==> src/core/adc_ctrl_regs.vh <==
// Purpose: Constants for the converter conversion-control block
// Assumes: Byte-wide register port, one access per cycle
// Notes: Register indices are local selects on the documented port
//
// Contract
// - Any write to control one aborts, then in software trigger mode restarts unless channel is all ones.
// - Compare off: done flag bit 7 sets at every conversion end; a done that coincides with a control one write is dropped.
// - Compare on: done flag sets at conversion end only if compare true.
// - Done flag clears on control one write or result low read.
// - Interrupt asserts when done flag sets with enable bit 6 high.
// - Continuous bit 5 clear: one conversion per software or hardware trigger.
// - Continuous bit set: back to back conversions after first trigger.
// - Channel select field occupies bits 4 to 0 of control one.
// - Codes 0-27 analog inputs, 28 reserved, 29 high ref, 30 low ref.
// - All ones channel turns converter off and isolates input.
// - Ending continuous mode with all ones causes no extra conversion.
// - Single mode enters low power after each conversion completes.
// - Control two bit 6 selects software (0) or hardware (1) trigger.
// - Control two bit 7 shows conversion active, cleared on end or abort.
// - In 10-bit mode, high result read blocks transfers until low read.
`ifndef ADC_CTRL_REGS_VH
`define ADC_CTRL_REGS_VH

`define SEL_CTRL_ONE 3'h0
`define SEL_CTRL_TWO 3'h1
`define SEL_RES_HIGH 3'h2
`define SEL_RES_LOW 3'h3
`define SEL_CMP_HIGH 3'h4
`define SEL_CMP_LOW 3'h5
`define SEL_CFG 3'h6

`define BIT_DONE 7
`define BIT_IEN 6
`define BIT_CONT 5
`define BIT_ACTIVE 7
`define BIT_TRIG 6
`define BIT_CMPEN 5
`define BIT_CMPGT 4
`define CH_MSB 4
`define CH_OFF 5'h1F
`define CH_LAST_ANALOG 5'h1B
`define CH_RESERVED 5'h1C
`define CH_HIGH_REF 5'h1D
`define CH_LOW_REF 5'h1E
`define SRC_NONE 3'h0
`define SRC_ANALOG 3'h1
`define SRC_HIGH_REF 3'h2
`define SRC_LOW_REF 3'h3
`define SRC_RESERVED 3'h4

`define CTRL_ONE_RESET 8'h1F
`define CTRL_TWO_RESET 8'h00
`define CFG_MODE_LSB 2
`define CFG_MODE_10 2'h2
`define CONV_CYCLES 4'hB

`endif

==> src/core/adc_sar_engine.v <==
// Purpose: Successive-approximation step engine, one bit per cycle
// Assumes: Comparator answer valid one cycle after trial is driven
// Notes: Abort returns to idle at once, unless start is high in the same cycle, which restarts

`timescale 1ns/1ps
`include "adc_ctrl_regs.vh"

module adc_sar_engine (
  input wire clk_i,
  input wire reset_n_i,
  input wire start_i,
  input wire abort_i,
  input wire cmp_high_i,
  output reg [9:0] trial_o,
  output reg busy_o,
  output reg done_o,
  output reg [9:0] result_o
);
  reg [3:0] step_reg;
  reg [9:0] bit_reg;

  always @(posedge clk_i or negedge reset_n_i) begin
    if (!reset_n_i) begin
      step_reg <= 4'h0;
      bit_reg <= 10'h000;
      trial_o <= 10'h000;
      busy_o <= 1'b0;
      done_o <= 1'b0;
      result_o <= 10'h000;
    end else begin
      done_o <= 1'b0;
      if (abort_i) begin
        busy_o <= 1'b0;
        step_reg <= 4'h0;
      end
      if (start_i) begin
        busy_o <= 1'b1;
        step_reg <= 4'h1;
        bit_reg <= 10'h200;
        trial_o <= 10'h200;
      end else if (busy_o && !abort_i) begin
        // Keep bit if input above trial, then try next
        if (step_reg == `CONV_CYCLES - 4'h1) begin
          busy_o <= 1'b0;
          done_o <= 1'b1;
          result_o <= cmp_high_i ? trial_o : (trial_o & ~bit_reg);
          step_reg <= 4'h0;
        end else begin
          step_reg <= step_reg + 4'h1;
          bit_reg <= bit_reg >> 1;
          trial_o <= (cmp_high_i ? trial_o : (trial_o & ~bit_reg)) | (bit_reg >> 1);
        end
      end
    end
  end
endmodule

==> src/core/adc_conversion_control.v <==
// Purpose: Status/control, trigger and result logic of a 10-bit converter
// Assumes: Register port strobes are one-cycle pulses, synchronous inputs
// Notes: Analog front end is outside; select and power go out as pins

`timescale 1ns/1ps
`include "adc_ctrl_regs.vh"

module adc_conversion_control (
  input wire clk_i,
  input wire reset_n_i,
  input wire [2:0] reg_sel_i,
  input wire reg_wr_i,
  input wire reg_rd_i,
  input wire [7:0] reg_wdata_i,
  input wire hardware_trigger_input_i,
  input wire comparator_high_i,
  output reg [7:0] reg_rdata_o,
  output reg done_irq_o,
  output wire [9:0] dac_trial_o,
  output reg [2:0] input_source_o,
  output reg [4:0] analog_index_o,
  output reg converter_power_o
);
  localparam ST_IDLE = 3'b001;
  localparam ST_CONV = 3'b010;
  localparam ST_OFF = 3'b100;

  reg [2:0] state_reg;
  reg [2:0] state_next;
  reg conversion_done_flag_reg;
  reg done_interrupt_enable_reg;
  reg continuous_enable_reg;
  reg [4:0] channel_select_reg;
  reg trigger_select_reg;
  reg compare_enable_reg;
  reg compare_gt_reg;
  reg [7:0] cfg_reg;
  reg [1:0] cmp_high_reg;
  reg [7:0] cmp_low_reg;
  reg [1:0] result_high_reg;
  reg [7:0] result_low_reg;
  reg result_lock_reg;
  reg trig_prev_reg;

  wire eng_busy;
  wire eng_done;
  wire [9:0] eng_result;

  wire wr_one = reg_wr_i && (reg_sel_i == `SEL_CTRL_ONE);
  wire wr_two = reg_wr_i && (reg_sel_i == `SEL_CTRL_TWO);
  wire rd_high = reg_rd_i && (reg_sel_i == `SEL_RES_HIGH);
  wire rd_low = reg_rd_i && (reg_sel_i == `SEL_RES_LOW);
  wire new_off = (reg_wdata_i[`CH_MSB:0] == `CH_OFF);
  // Channel as it stands after this edge, so the input switches with the start
  wire [4:0] ch_now = wr_one ? reg_wdata_i[`CH_MSB:0] : channel_select_reg;
  wire hw_edge = hardware_trigger_input_i && !trig_prev_reg;
  wire mode_10 = (cfg_reg[`CFG_MODE_LSB+1:`CFG_MODE_LSB] == `CFG_MODE_10);
  wire [9:0] cmp_value = mode_10 ? {cmp_high_reg, cmp_low_reg} : {2'h0, cmp_low_reg};
  wire [9:0] res_cut = mode_10 ? eng_result : {2'h0, eng_result[9:2]};
  wire cmp_true = compare_gt_reg ? (res_cut >= cmp_value) : (res_cut < cmp_value);
  wire accept = eng_done && (!compare_enable_reg || cmp_true);
  wire active = (state_reg == ST_CONV);

  // Software start: write with non-off channel; hardware mode waits edge
  wire sw_start = wr_one && !new_off && !trigger_select_reg;
  wire hw_start = trigger_select_reg && hw_edge && channel_select_reg != `CH_OFF
                  && !active && !wr_one;
  wire cont_start = eng_done && continuous_enable_reg && !wr_one
                    && channel_select_reg != `CH_OFF;
  wire start = sw_start || hw_start || cont_start;

  function [2:0] source_of;
    input [4:0] ch;
    begin
      if (ch <= `CH_LAST_ANALOG)
        source_of = `SRC_ANALOG;
      else if (ch == `CH_HIGH_REF)
        source_of = `SRC_HIGH_REF;
      else if (ch == `CH_LOW_REF)
        source_of = `SRC_LOW_REF;
      else if (ch == `CH_RESERVED)
        source_of = `SRC_RESERVED;
      else
        source_of = `SRC_NONE;
    end
  endfunction

  adc_sar_engine u_engine (
    .clk_i(clk_i),
    .reset_n_i(reset_n_i),
    .start_i(start),
    .abort_i(wr_one),
    .cmp_high_i(comparator_high_i),
    .trial_o(dac_trial_o),
    .busy_o(eng_busy),
    .done_o(eng_done),
    .result_o(eng_result)
  );

  always @* begin
    state_next = state_reg;
    case (state_reg)
      ST_IDLE: begin
        if (start)
          state_next = ST_CONV;
        else if (channel_select_reg == `CH_OFF)
          state_next = ST_OFF;
      end
      ST_CONV: begin
        if (start)
          state_next = ST_CONV;
        else if (wr_one && new_off)
          state_next = ST_OFF;
        else if (wr_one || eng_done)
          state_next = ST_IDLE;
      end
      ST_OFF: begin
        if (start)
          state_next = ST_CONV;
        else if (channel_select_reg != `CH_OFF)
          state_next = ST_IDLE;
      end
      default: state_next = ST_IDLE;
    endcase
  end

  always @(posedge clk_i or negedge reset_n_i) begin
    if (!reset_n_i) begin
      state_reg <= ST_OFF;
      conversion_done_flag_reg <= 1'b0;
      done_interrupt_enable_reg <= 1'b0;
      continuous_enable_reg <= 1'b0;
      channel_select_reg <= `CH_OFF;
      trigger_select_reg <= 1'b0;
      compare_enable_reg <= 1'b0;
      compare_gt_reg <= 1'b0;
      cfg_reg <= 8'h00;
      cmp_high_reg <= 2'h0;
      cmp_low_reg <= 8'h00;
      result_high_reg <= 2'h0;
      result_low_reg <= 8'h00;
      result_lock_reg <= 1'b0;
      trig_prev_reg <= 1'b0;
    end else begin
      state_reg <= state_next;
      trig_prev_reg <= hardware_trigger_input_i;
      if (wr_one) begin
        done_interrupt_enable_reg <= reg_wdata_i[`BIT_IEN];
        continuous_enable_reg <= reg_wdata_i[`BIT_CONT];
        channel_select_reg <= reg_wdata_i[`CH_MSB:0];
      end
      if (wr_two) begin
        trigger_select_reg <= reg_wdata_i[`BIT_TRIG];
        compare_enable_reg <= reg_wdata_i[`BIT_CMPEN];
        compare_gt_reg <= reg_wdata_i[`BIT_CMPGT];
      end
      if (reg_wr_i && reg_sel_i == `SEL_CFG)
        cfg_reg <= reg_wdata_i;
      if (reg_wr_i && reg_sel_i == `SEL_CMP_HIGH)
        cmp_high_reg <= reg_wdata_i[1:0];
      if (reg_wr_i && reg_sel_i == `SEL_CMP_LOW)
        cmp_low_reg <= reg_wdata_i;
      // Set wins over a result low read clear; a done that coincides with a control one write is dropped
      if (accept && !wr_one)
        conversion_done_flag_reg <= 1'b1;
      else if (wr_one || rd_low)
        conversion_done_flag_reg <= 1'b0;
      if (rd_high && mode_10)
        result_lock_reg <= 1'b1;
      else if (rd_low)
        result_lock_reg <= 1'b0;
      if (accept && !wr_one && !(result_lock_reg && mode_10)) begin
        result_high_reg <= mode_10 ? eng_result[9:8] : 2'h0;
        result_low_reg <= res_cut[7:0];
      end
    end
  end

  always @(posedge clk_i or negedge reset_n_i) begin
    if (!reset_n_i) begin
      reg_rdata_o <= 8'h00;
      done_irq_o <= 1'b0;
      input_source_o <= `SRC_NONE;
      analog_index_o <= 5'h00;
      converter_power_o <= 1'b0;
    end else begin
      // Reads carry no side effect here
      case (reg_sel_i)
        `SEL_CTRL_ONE: reg_rdata_o <= {conversion_done_flag_reg, done_interrupt_enable_reg,
                                     continuous_enable_reg, channel_select_reg};
        `SEL_CTRL_TWO: reg_rdata_o <= {active, trigger_select_reg, compare_enable_reg,
                                     compare_gt_reg, 4'h0};
        `SEL_RES_HIGH: reg_rdata_o <= {6'h00, result_high_reg};
        `SEL_RES_LOW: reg_rdata_o <= result_low_reg;
        `SEL_CMP_HIGH: reg_rdata_o <= {6'h00, cmp_high_reg};
        `SEL_CMP_LOW: reg_rdata_o <= cmp_low_reg;
        `SEL_CFG: reg_rdata_o <= cfg_reg;
        default: reg_rdata_o <= 8'h00;
      endcase
      done_irq_o <= conversion_done_flag_reg && done_interrupt_enable_reg;
      input_source_o <= source_of(ch_now);
      analog_index_o <= (ch_now <= `CH_LAST_ANALOG) ? ch_now : 5'h00;
      converter_power_o <= active && eng_busy;
    end
  end
endmodule

==> config.mk <==
export PLATFORM = sky130hd
export DESIGN_NAME = adc_conversion_control
export DESIGN_NICKNAME = d
export VERILOG_FILES = /design/src/core/adc_sar_engine.v /design/src/core/adc_conversion_control.v
export VERILOG_INCLUDE_DIRS = /design/src /design/src/core
export SDC_FILE = /design/constraint.sdc
export NUM_CORES = 1
export LEC_CHECK = 0
export ABC_AREA = 1
export BUFFER_PORTS_ARGS = -buffer_cell sky130_fd_sc_hd__buf_2
export CAP_MARGIN = 40
export CORE_MARGIN = 4
export CORE_UTILIZATION = 63
export DETAILED_ROUTE_END_ITERATION = 6
export GPL_TIMING_DRIVEN = 0
export HOLD_SLACK_MARGIN = 0.08
export PLACE_DENSITY = 0.84
export REMOVE_ABC_BUFFERS = 1
export SLEW_MARGIN = 5
export SYNTH_ARGS = -nofsm -noshare
export SYNTH_HDL_FRONTEND = slang
export SYNTH_SLANG_ARGS = --single-unit
==> constraint.sdc <==
create_clock -name clk_i -period 4.5 [get_ports clk_i]
set_input_delay 0.45 -clock clk_i [delete_from_list [all_inputs] [get_ports clk_i]]
set_output_delay 0.45 -clock clk_i [all_outputs]
set_load 0.05 [all_outputs]
== Word-level counts from Yosys, hierarchy flattened ==
Index checks and enable logic that the tools add are counted.
Storage, ports and cells
  flip-flop bits (word level): 98
  input bits: 17
  memories kept: 0
  bits in latches: 0
  output and inout port bits: 28
  RAM bits: 0
  ROM bits: 0
Cells by class
  equality and inequality tests: 21
  reduce and logical (&&, ||, !) cells: 46
  shift-type cells: 0
  add/sub/neg operators: 1
  $lt $le $gt $ge: 3
  divide/modulo/power cells: 0
  multiplexer cells: 41
  bitwise operators: 4
  multipliers: 0
Operators by type and width (count)
  2-to-1 mux 10 bit: 9
  one-hot mux 8 bit (7 select lines): 1
  2-to-1 mux 3 bit: 11
  logical AND 1 bit: 26
  equality test 5 bit (second input constant): 5
  2-to-1 mux 4 bit: 4
  equality test 3 bit (second input constant): 4
  2-to-1 mux 1 bit: 12
  AND 10 bit: 1
  >= comparator 10 bit: 1
  < comparator 10 bit: 1
  2-to-1 mux 5 bit: 2
  NOT 10 bit: 1
  OR 10 x 9 -> 10 bit: 1
  equality test 3 x 2 -> 1 bit (second input constant): 3
  one-hot mux 3 bit (3 select lines): 1
  zero test 1 bit: 7
  equality test 3 x 1 -> 1 bit (second input constant): 2
  inequality test 3 bit (second input constant): 2
  AND reduction 3 bit: 2
  nonzero test 2 bit: 3
  <= comparator 5 bit (second input constant): 1
  logical OR 1 bit: 5
  inequality test 5 bit (second input constant): 1
  other kinds (10): 10

== Longest topological paths before layout ==
  depth after elaboration: 10
  gate-level depth with buffers: 17
  depth with buffers taken out: 17

== Cells and area by module ==
From an unflattened synthesis, not the netlist that was laid out.
Unflattened totals
  cells, all modules: 570
  area, all modules: 4758.3 um2
By module, submodules not included
  adc_conversion_control: area each 3118.0 um2, instances 1, cells an instance 384, sequential area each 1559.0 um2
  adc_sar_engine: area each 1640.3 um2, instances 1, cells an instance 186, sequential area each 900.9 um2

== Worst setup path before layout ==
OpenSTA, ideal clock, no wires.
  path type: flip-flop to flip-flop
  start point: register cfg_reg[2]
  end point: register result_high_reg[0]
  setup slack: 2.207 ns
  arrival time: 2.226 ns
  required time: 4.433 ns
  cell stages (with the launch flop): 14
  cells stage by stage: dfrtp_1 > nor2_1 > clkbuf_1 > o21ai_0 > ha_1 > nand2_1 > nor2_1 > nand3_1 > nand3_1 > nand2_1 > nand3_1 > clkbuf_1 > nand4_1 > nand2_1
On the way
  cells in the longest elaborated chain, start to end: 8
  elaborated cells on any way between the ends: 13
  those cells by class: order compare: 2; eq/ne: 1; mux: 4; reduce/logical: 6
Ends and longest elaborated chain
  start, declared: line adc_conversion_control.v:37  | reg [7:0] cfg_reg;
  start signal, assigned: line adc_conversion_control.v:158  | cfg_reg <= reg_wdata_i;
  equality test 2 bit (no line) (*)
  2-to-1 mux 10 bit (*): line adc_conversion_control.v:59  | wire [9:0] res_cut = mode_10 ? eng_result : {2'h0, eng_result[9:2]};
  via res_cut[7]: line adc_conversion_control.v:59
  < comparator 10 bit or >= comparator 10 bit (tied branches): line adc_conversion_control.v:60  | wire cmp_true = compare_gt_reg ? (res_cut >= cmp_value) : (res_cut < cmp_value);
  2-to-1 mux 1 bit (*): line adc_conversion_control.v:60
  logical OR 1 bit (*): line adc_conversion_control.v:61  | wire accept = eng_done && (!compare_enable_reg || cmp_true);
  logical AND 1 bit (*): line adc_conversion_control.v:61
  logical AND 1 bit (*) (2 in a row): line adc_conversion_control.v:172  | if (accept && !wr_one && !(result_lock_reg && mode_10)) begin
  end signal, assigned: line adc_conversion_control.v:173  | result_high_reg <= mode_10 ? eng_result[9:8] : 2'h0;
  end, declared: line adc_conversion_control.v:40  | reg [1:0] result_high_reg;
Mark *: on every way through the listed nets, which the timed path passes. The rest lies on a longest branch.
A chain may end at the register's enable or synchronous reset.

== Final worst setup path ==
  start point: register cfg_reg[2]
  end point: register result_high_reg[1]
The elaborated chain is that of the path after synthesis.

==> results.sh <==
export IMPL_rsz0062_at_grt="false"
export IMPL_routed_wirelength_mm=10.4
export IMPL_p_switching_uw=1250
export IMPL_synth_compound_area_frac=0.122
export IMPL_cts_root_buffer="clkbuf_8"
export IMPL_htree_num_levels=3
export IMPL_io_pins=45
export IMPL_numCtsBuffers=9
export IMPL_synth_edf_count=0
export IMPL_seqPwrFrac=0.417
export IMPL_antenna_left=0
export IMPL_synth_top_family_by_area="simple AND/OR/NAND/NOR gates"
export IMPL_vias_per_cell=5.67
export IMPL_slowest_delay_ps=670
export IMPL_hold_class="in2reg"
export IMPL_post_drt_wl_per_cell_um=15.0
export IMPL_drt_pass1_iter_count=5
export IMPL_cts_clk_slew_worst_paths_ps=100
export IMPL_crit_chain="nor2_1, clkinv_1, o21ai_0, ha_1, nand2_1, inv_1, nand2_1, nand2_1, nand2_1, nand4_1, nand3_1, nand3_1, nand2_1, nand2_1"
export IMPL_synth_seq_cells=98
export IMPL_crit_fanout=13
export IMPL_layout_commonest_cell="nand2_1"
export IMPL_max_freq_mhz=251
export IMPL_async_flop_share=1.00
export IMPL_fp_row_count=31
export IMPL_die_h_um=93.9
export IMPL_startpoint_type="register"
export IMPL_die_x_um=93.9
export IMPL_syn_avg_cell_area_um2=8.55
export IMPL_drt_iter0_drc=258
export IMPL_path_delay_family="simple AND/OR/NAND/NOR gates"
export IMPL_worst_endpoint_arrival_ps=4220
export IMPL_diodes=0
export IMPL_cts_max_path_buffers=2
export IMPL_synth_xor_xnor_area_share=0
export IMPL_yosys_area_share_simple=0.230
export IMPL_vias=3917
export IMPL_grt_util_all_layers=0.252
export IMPL_critPathMostFrequentCell="nand2_1"
export IMPL_leakagePower_uw=0.00269
export IMPL_finalHoldViolCount=0
export IMPL_slew_limit_headroom=0.430
export IMPL_clock_latency_ps=360
export IMPL_outcome="finished clean"
export IMPL_p_sw_frac=0.414
export IMPL_synthFlopType="dfrtp_1"
export IMPL_synthesis_area_mm2=0.00464
export IMPL_drv_cap=0
export IMPL_grt_max_degree=63
export IMPL_yosysWarnings=0
export IMPL_syn_inst=543
export IMPL_ys_seq_area_frac=0.530
export IMPL_fin_crit_sh=0.884
export IMPL_pwr_share_comb=0.368
export IMPL_fin_area_mm2=0.00518
export IMPL_overflow=0
export IMPL_yosysTopAreaCellShare=0.496
export IMPL_dieArea_mm2=0.00881
export IMPL_synth_adder_area_share=0.0269
export IMPL_cp_end_kind="register"
export IMPL_yosysTopAreaCell="dfrtp_1"
export IMPL_peakVddDrop_uv=373
export IMPL_gp_congestion=0.917
export IMPL_clock_sinks=98
export IMPL_antenna_found_initial=0
export IMPL_yosysUniqueCellTypes=40
export IMPL_yosys_mux_area_fraction=0
export IMPL_pre_cts_ws_ps=693
export IMPL_worst_slack_ps=521
export IMPL_p_clk_frac=0.215
export IMPL_grt_pass1_vias=3895
export IMPL_port_buffers=44
export IMPL_post_dp_cell_area_mm2=0.00493
export IMPL_skew_ps=11.9
export IMPL_power_internal_uw=1770
export IMPL_tns_ps=0
export IMPL_grt_pass1_wl_mm=17.5
export IMPL_coreArea_mm2=0.00721
export IMPL_cts_tree="yes"
export IMPL_yosys_top_cells_area="dfrtp_1 (50%), nand2_1 (11%), inv_1 (6.5%), o21ai_0 (5.1%), dfstp_2 (3.4%)"
export IMPL_fin_nets=614
export IMPL_worst_pin_slew_ps=852
export IMPL_final_cell_mix="nand2_1 (142), dfrtp_1 (92), inv_1 (81)"
export IMPL_crit_slowest_cell="nor2_1"
export IMPL_cts_setup_buffers=0
export IMPL_drc_errors=0
export IMPL_critPathKind="reg2reg"
export IMPL_path_buf_inv=2
export IMPL_p_per_area_mw_per_mm2=582
export IMPL_setup_viol=0
export IMPL_required_ps=4740
export IMPL_post_route_min_period_ps=3980
export IMPL_area_delta_synth_final_pct=11.5
export IMPL_place_hpwl_mm=7.57
export IMPL_drive_gt1_frac=0.152
export IMPL_start_util=0.644
export IMPL_slew_viol_final=0
synthesized netlist by cell type (3+ instances only):
| master | number |
|---|---|
| inv_1 | 81 |
| nand2_4 | 4 |
| o22ai_1 | 21 |
| a22oi_1 | 3 |
| buf_2 | 3 |
| nand4_1 | 16 |
| o2111ai_1 | 3 |
| dfstp_2 | 6 |
| nand2_1 | 142 |
| o21ai_0 | 47 |
| o21ai_1 | 3 |
| nand3_1 | 23 |
| nand2_2 | 7 |
| ha_1 | 10 |
| nor3_1 | 3 |
| nor2_1 | 31 |
| dfrtp_1 | 92 |
| a21oi_1 | 14 |
| clkbuf_1 | 6 |
routing by layer:
metal  part of all wire  GRT usage  wire length (um)  vias to the layer above
met2               0.49      0.414              5080                      171
met1               0.41      0.318              4230                     1861
met5                  0          0                 0                        -
li1                   -          -                 -                     1855
met4              0.031      0.119               325                        0
met3              0.070     0.0537               730                       30
final timing paths:
| path | from | to | slack (ps) | depth (start not counted) |
|---|---|---|---|---|
| max in group asynchronous | reset_n_i | channel_select_reg[4] | 3220 | 3 |
| min in group asynchronous | reset_n_i | cmp_low_reg[3] | 580 | 2 |
| worst max-delay path | cfg_reg[2] | result_high_reg[1] | 520 | 14 |
| worst min-delay path | hardware_trigger_input_i | trig_prev_reg | 200 | 1 |
| worst max register to register | cfg_reg[2] | result_high_reg[1] | 520 | 14 |
| worst min register to register | u_engine.result_o[0] | u_engine.result_o[0] | 480 | 2 |
kinds of logic (layout without fill, tap and decap cells):
group | Yosys count | after routing
AO/OA/AOI/OAI | 99 | 99
flip-flops | 98 | 98
adder cells (fa/ha/maj) | 10 | 10
buffers and inverters | 100 | 149
AND/OR/NAND/NOR | 236 | 236
power by group through the flow:
stage / logic (uW) / clock network (uW) / registers [uW]
after floorplan: 616 / 0 / 1450
after global placement: 1040 / 0 / 1260
after detailed placement: 1090 / 0 / 1270
after CTS: 1100 / 662 / 1250
after global routing: 1230 / 699 / 1280
final: 1110 / 648 / 1260
stage by stage:
step | hold slack (ps) | instances | util | total power (uW)
after detailed placement | 444 | 674 | 0.684 | 2360
final | 201 | 691 | 0.717 | 3010
after global routing | 197 | 691 | 0.717 | 3210
after floorplan | 154 | 530 | - | 2070
after global placement | 459 | 673 | 0.680 | 2300
after CTS | 191 | 691 | 0.717 | 3010
cell type report:
| type | instances | area, um^2 |
|---|---|---|
| sequential | 98 | 2460 |
| clock buffer | 9 | 124 |
| timing repair buffer | 46 | 260 |
| multi-input combinational | 345 | 1760 |
| fill | 572 | 2040 |
| tap | 99 | 124 |
| inverter | 87 | 342 |
| clock inverter | 7 | 108 |
worst reg2reg max path, stage by stage (launching register included):
cell      delay (ps)
dfrtp_1          420
nor2_1           670
clkinv_1         450
o21ai_0          510
ha_1             340
nand2_1           90
inv_1             40
nand2_1           50
nand2_1           50
nand2_1           80
nand4_1          100
nand3_1          330
nand3_1          450
nand2_1          220
nand2_1           70
what timing repair did:
action,CTS,global route
endpoints found under the hold margin,35,0
hold buffers,1,0
gates resized for setup,0,0
(Power assumes the default switching activity.)
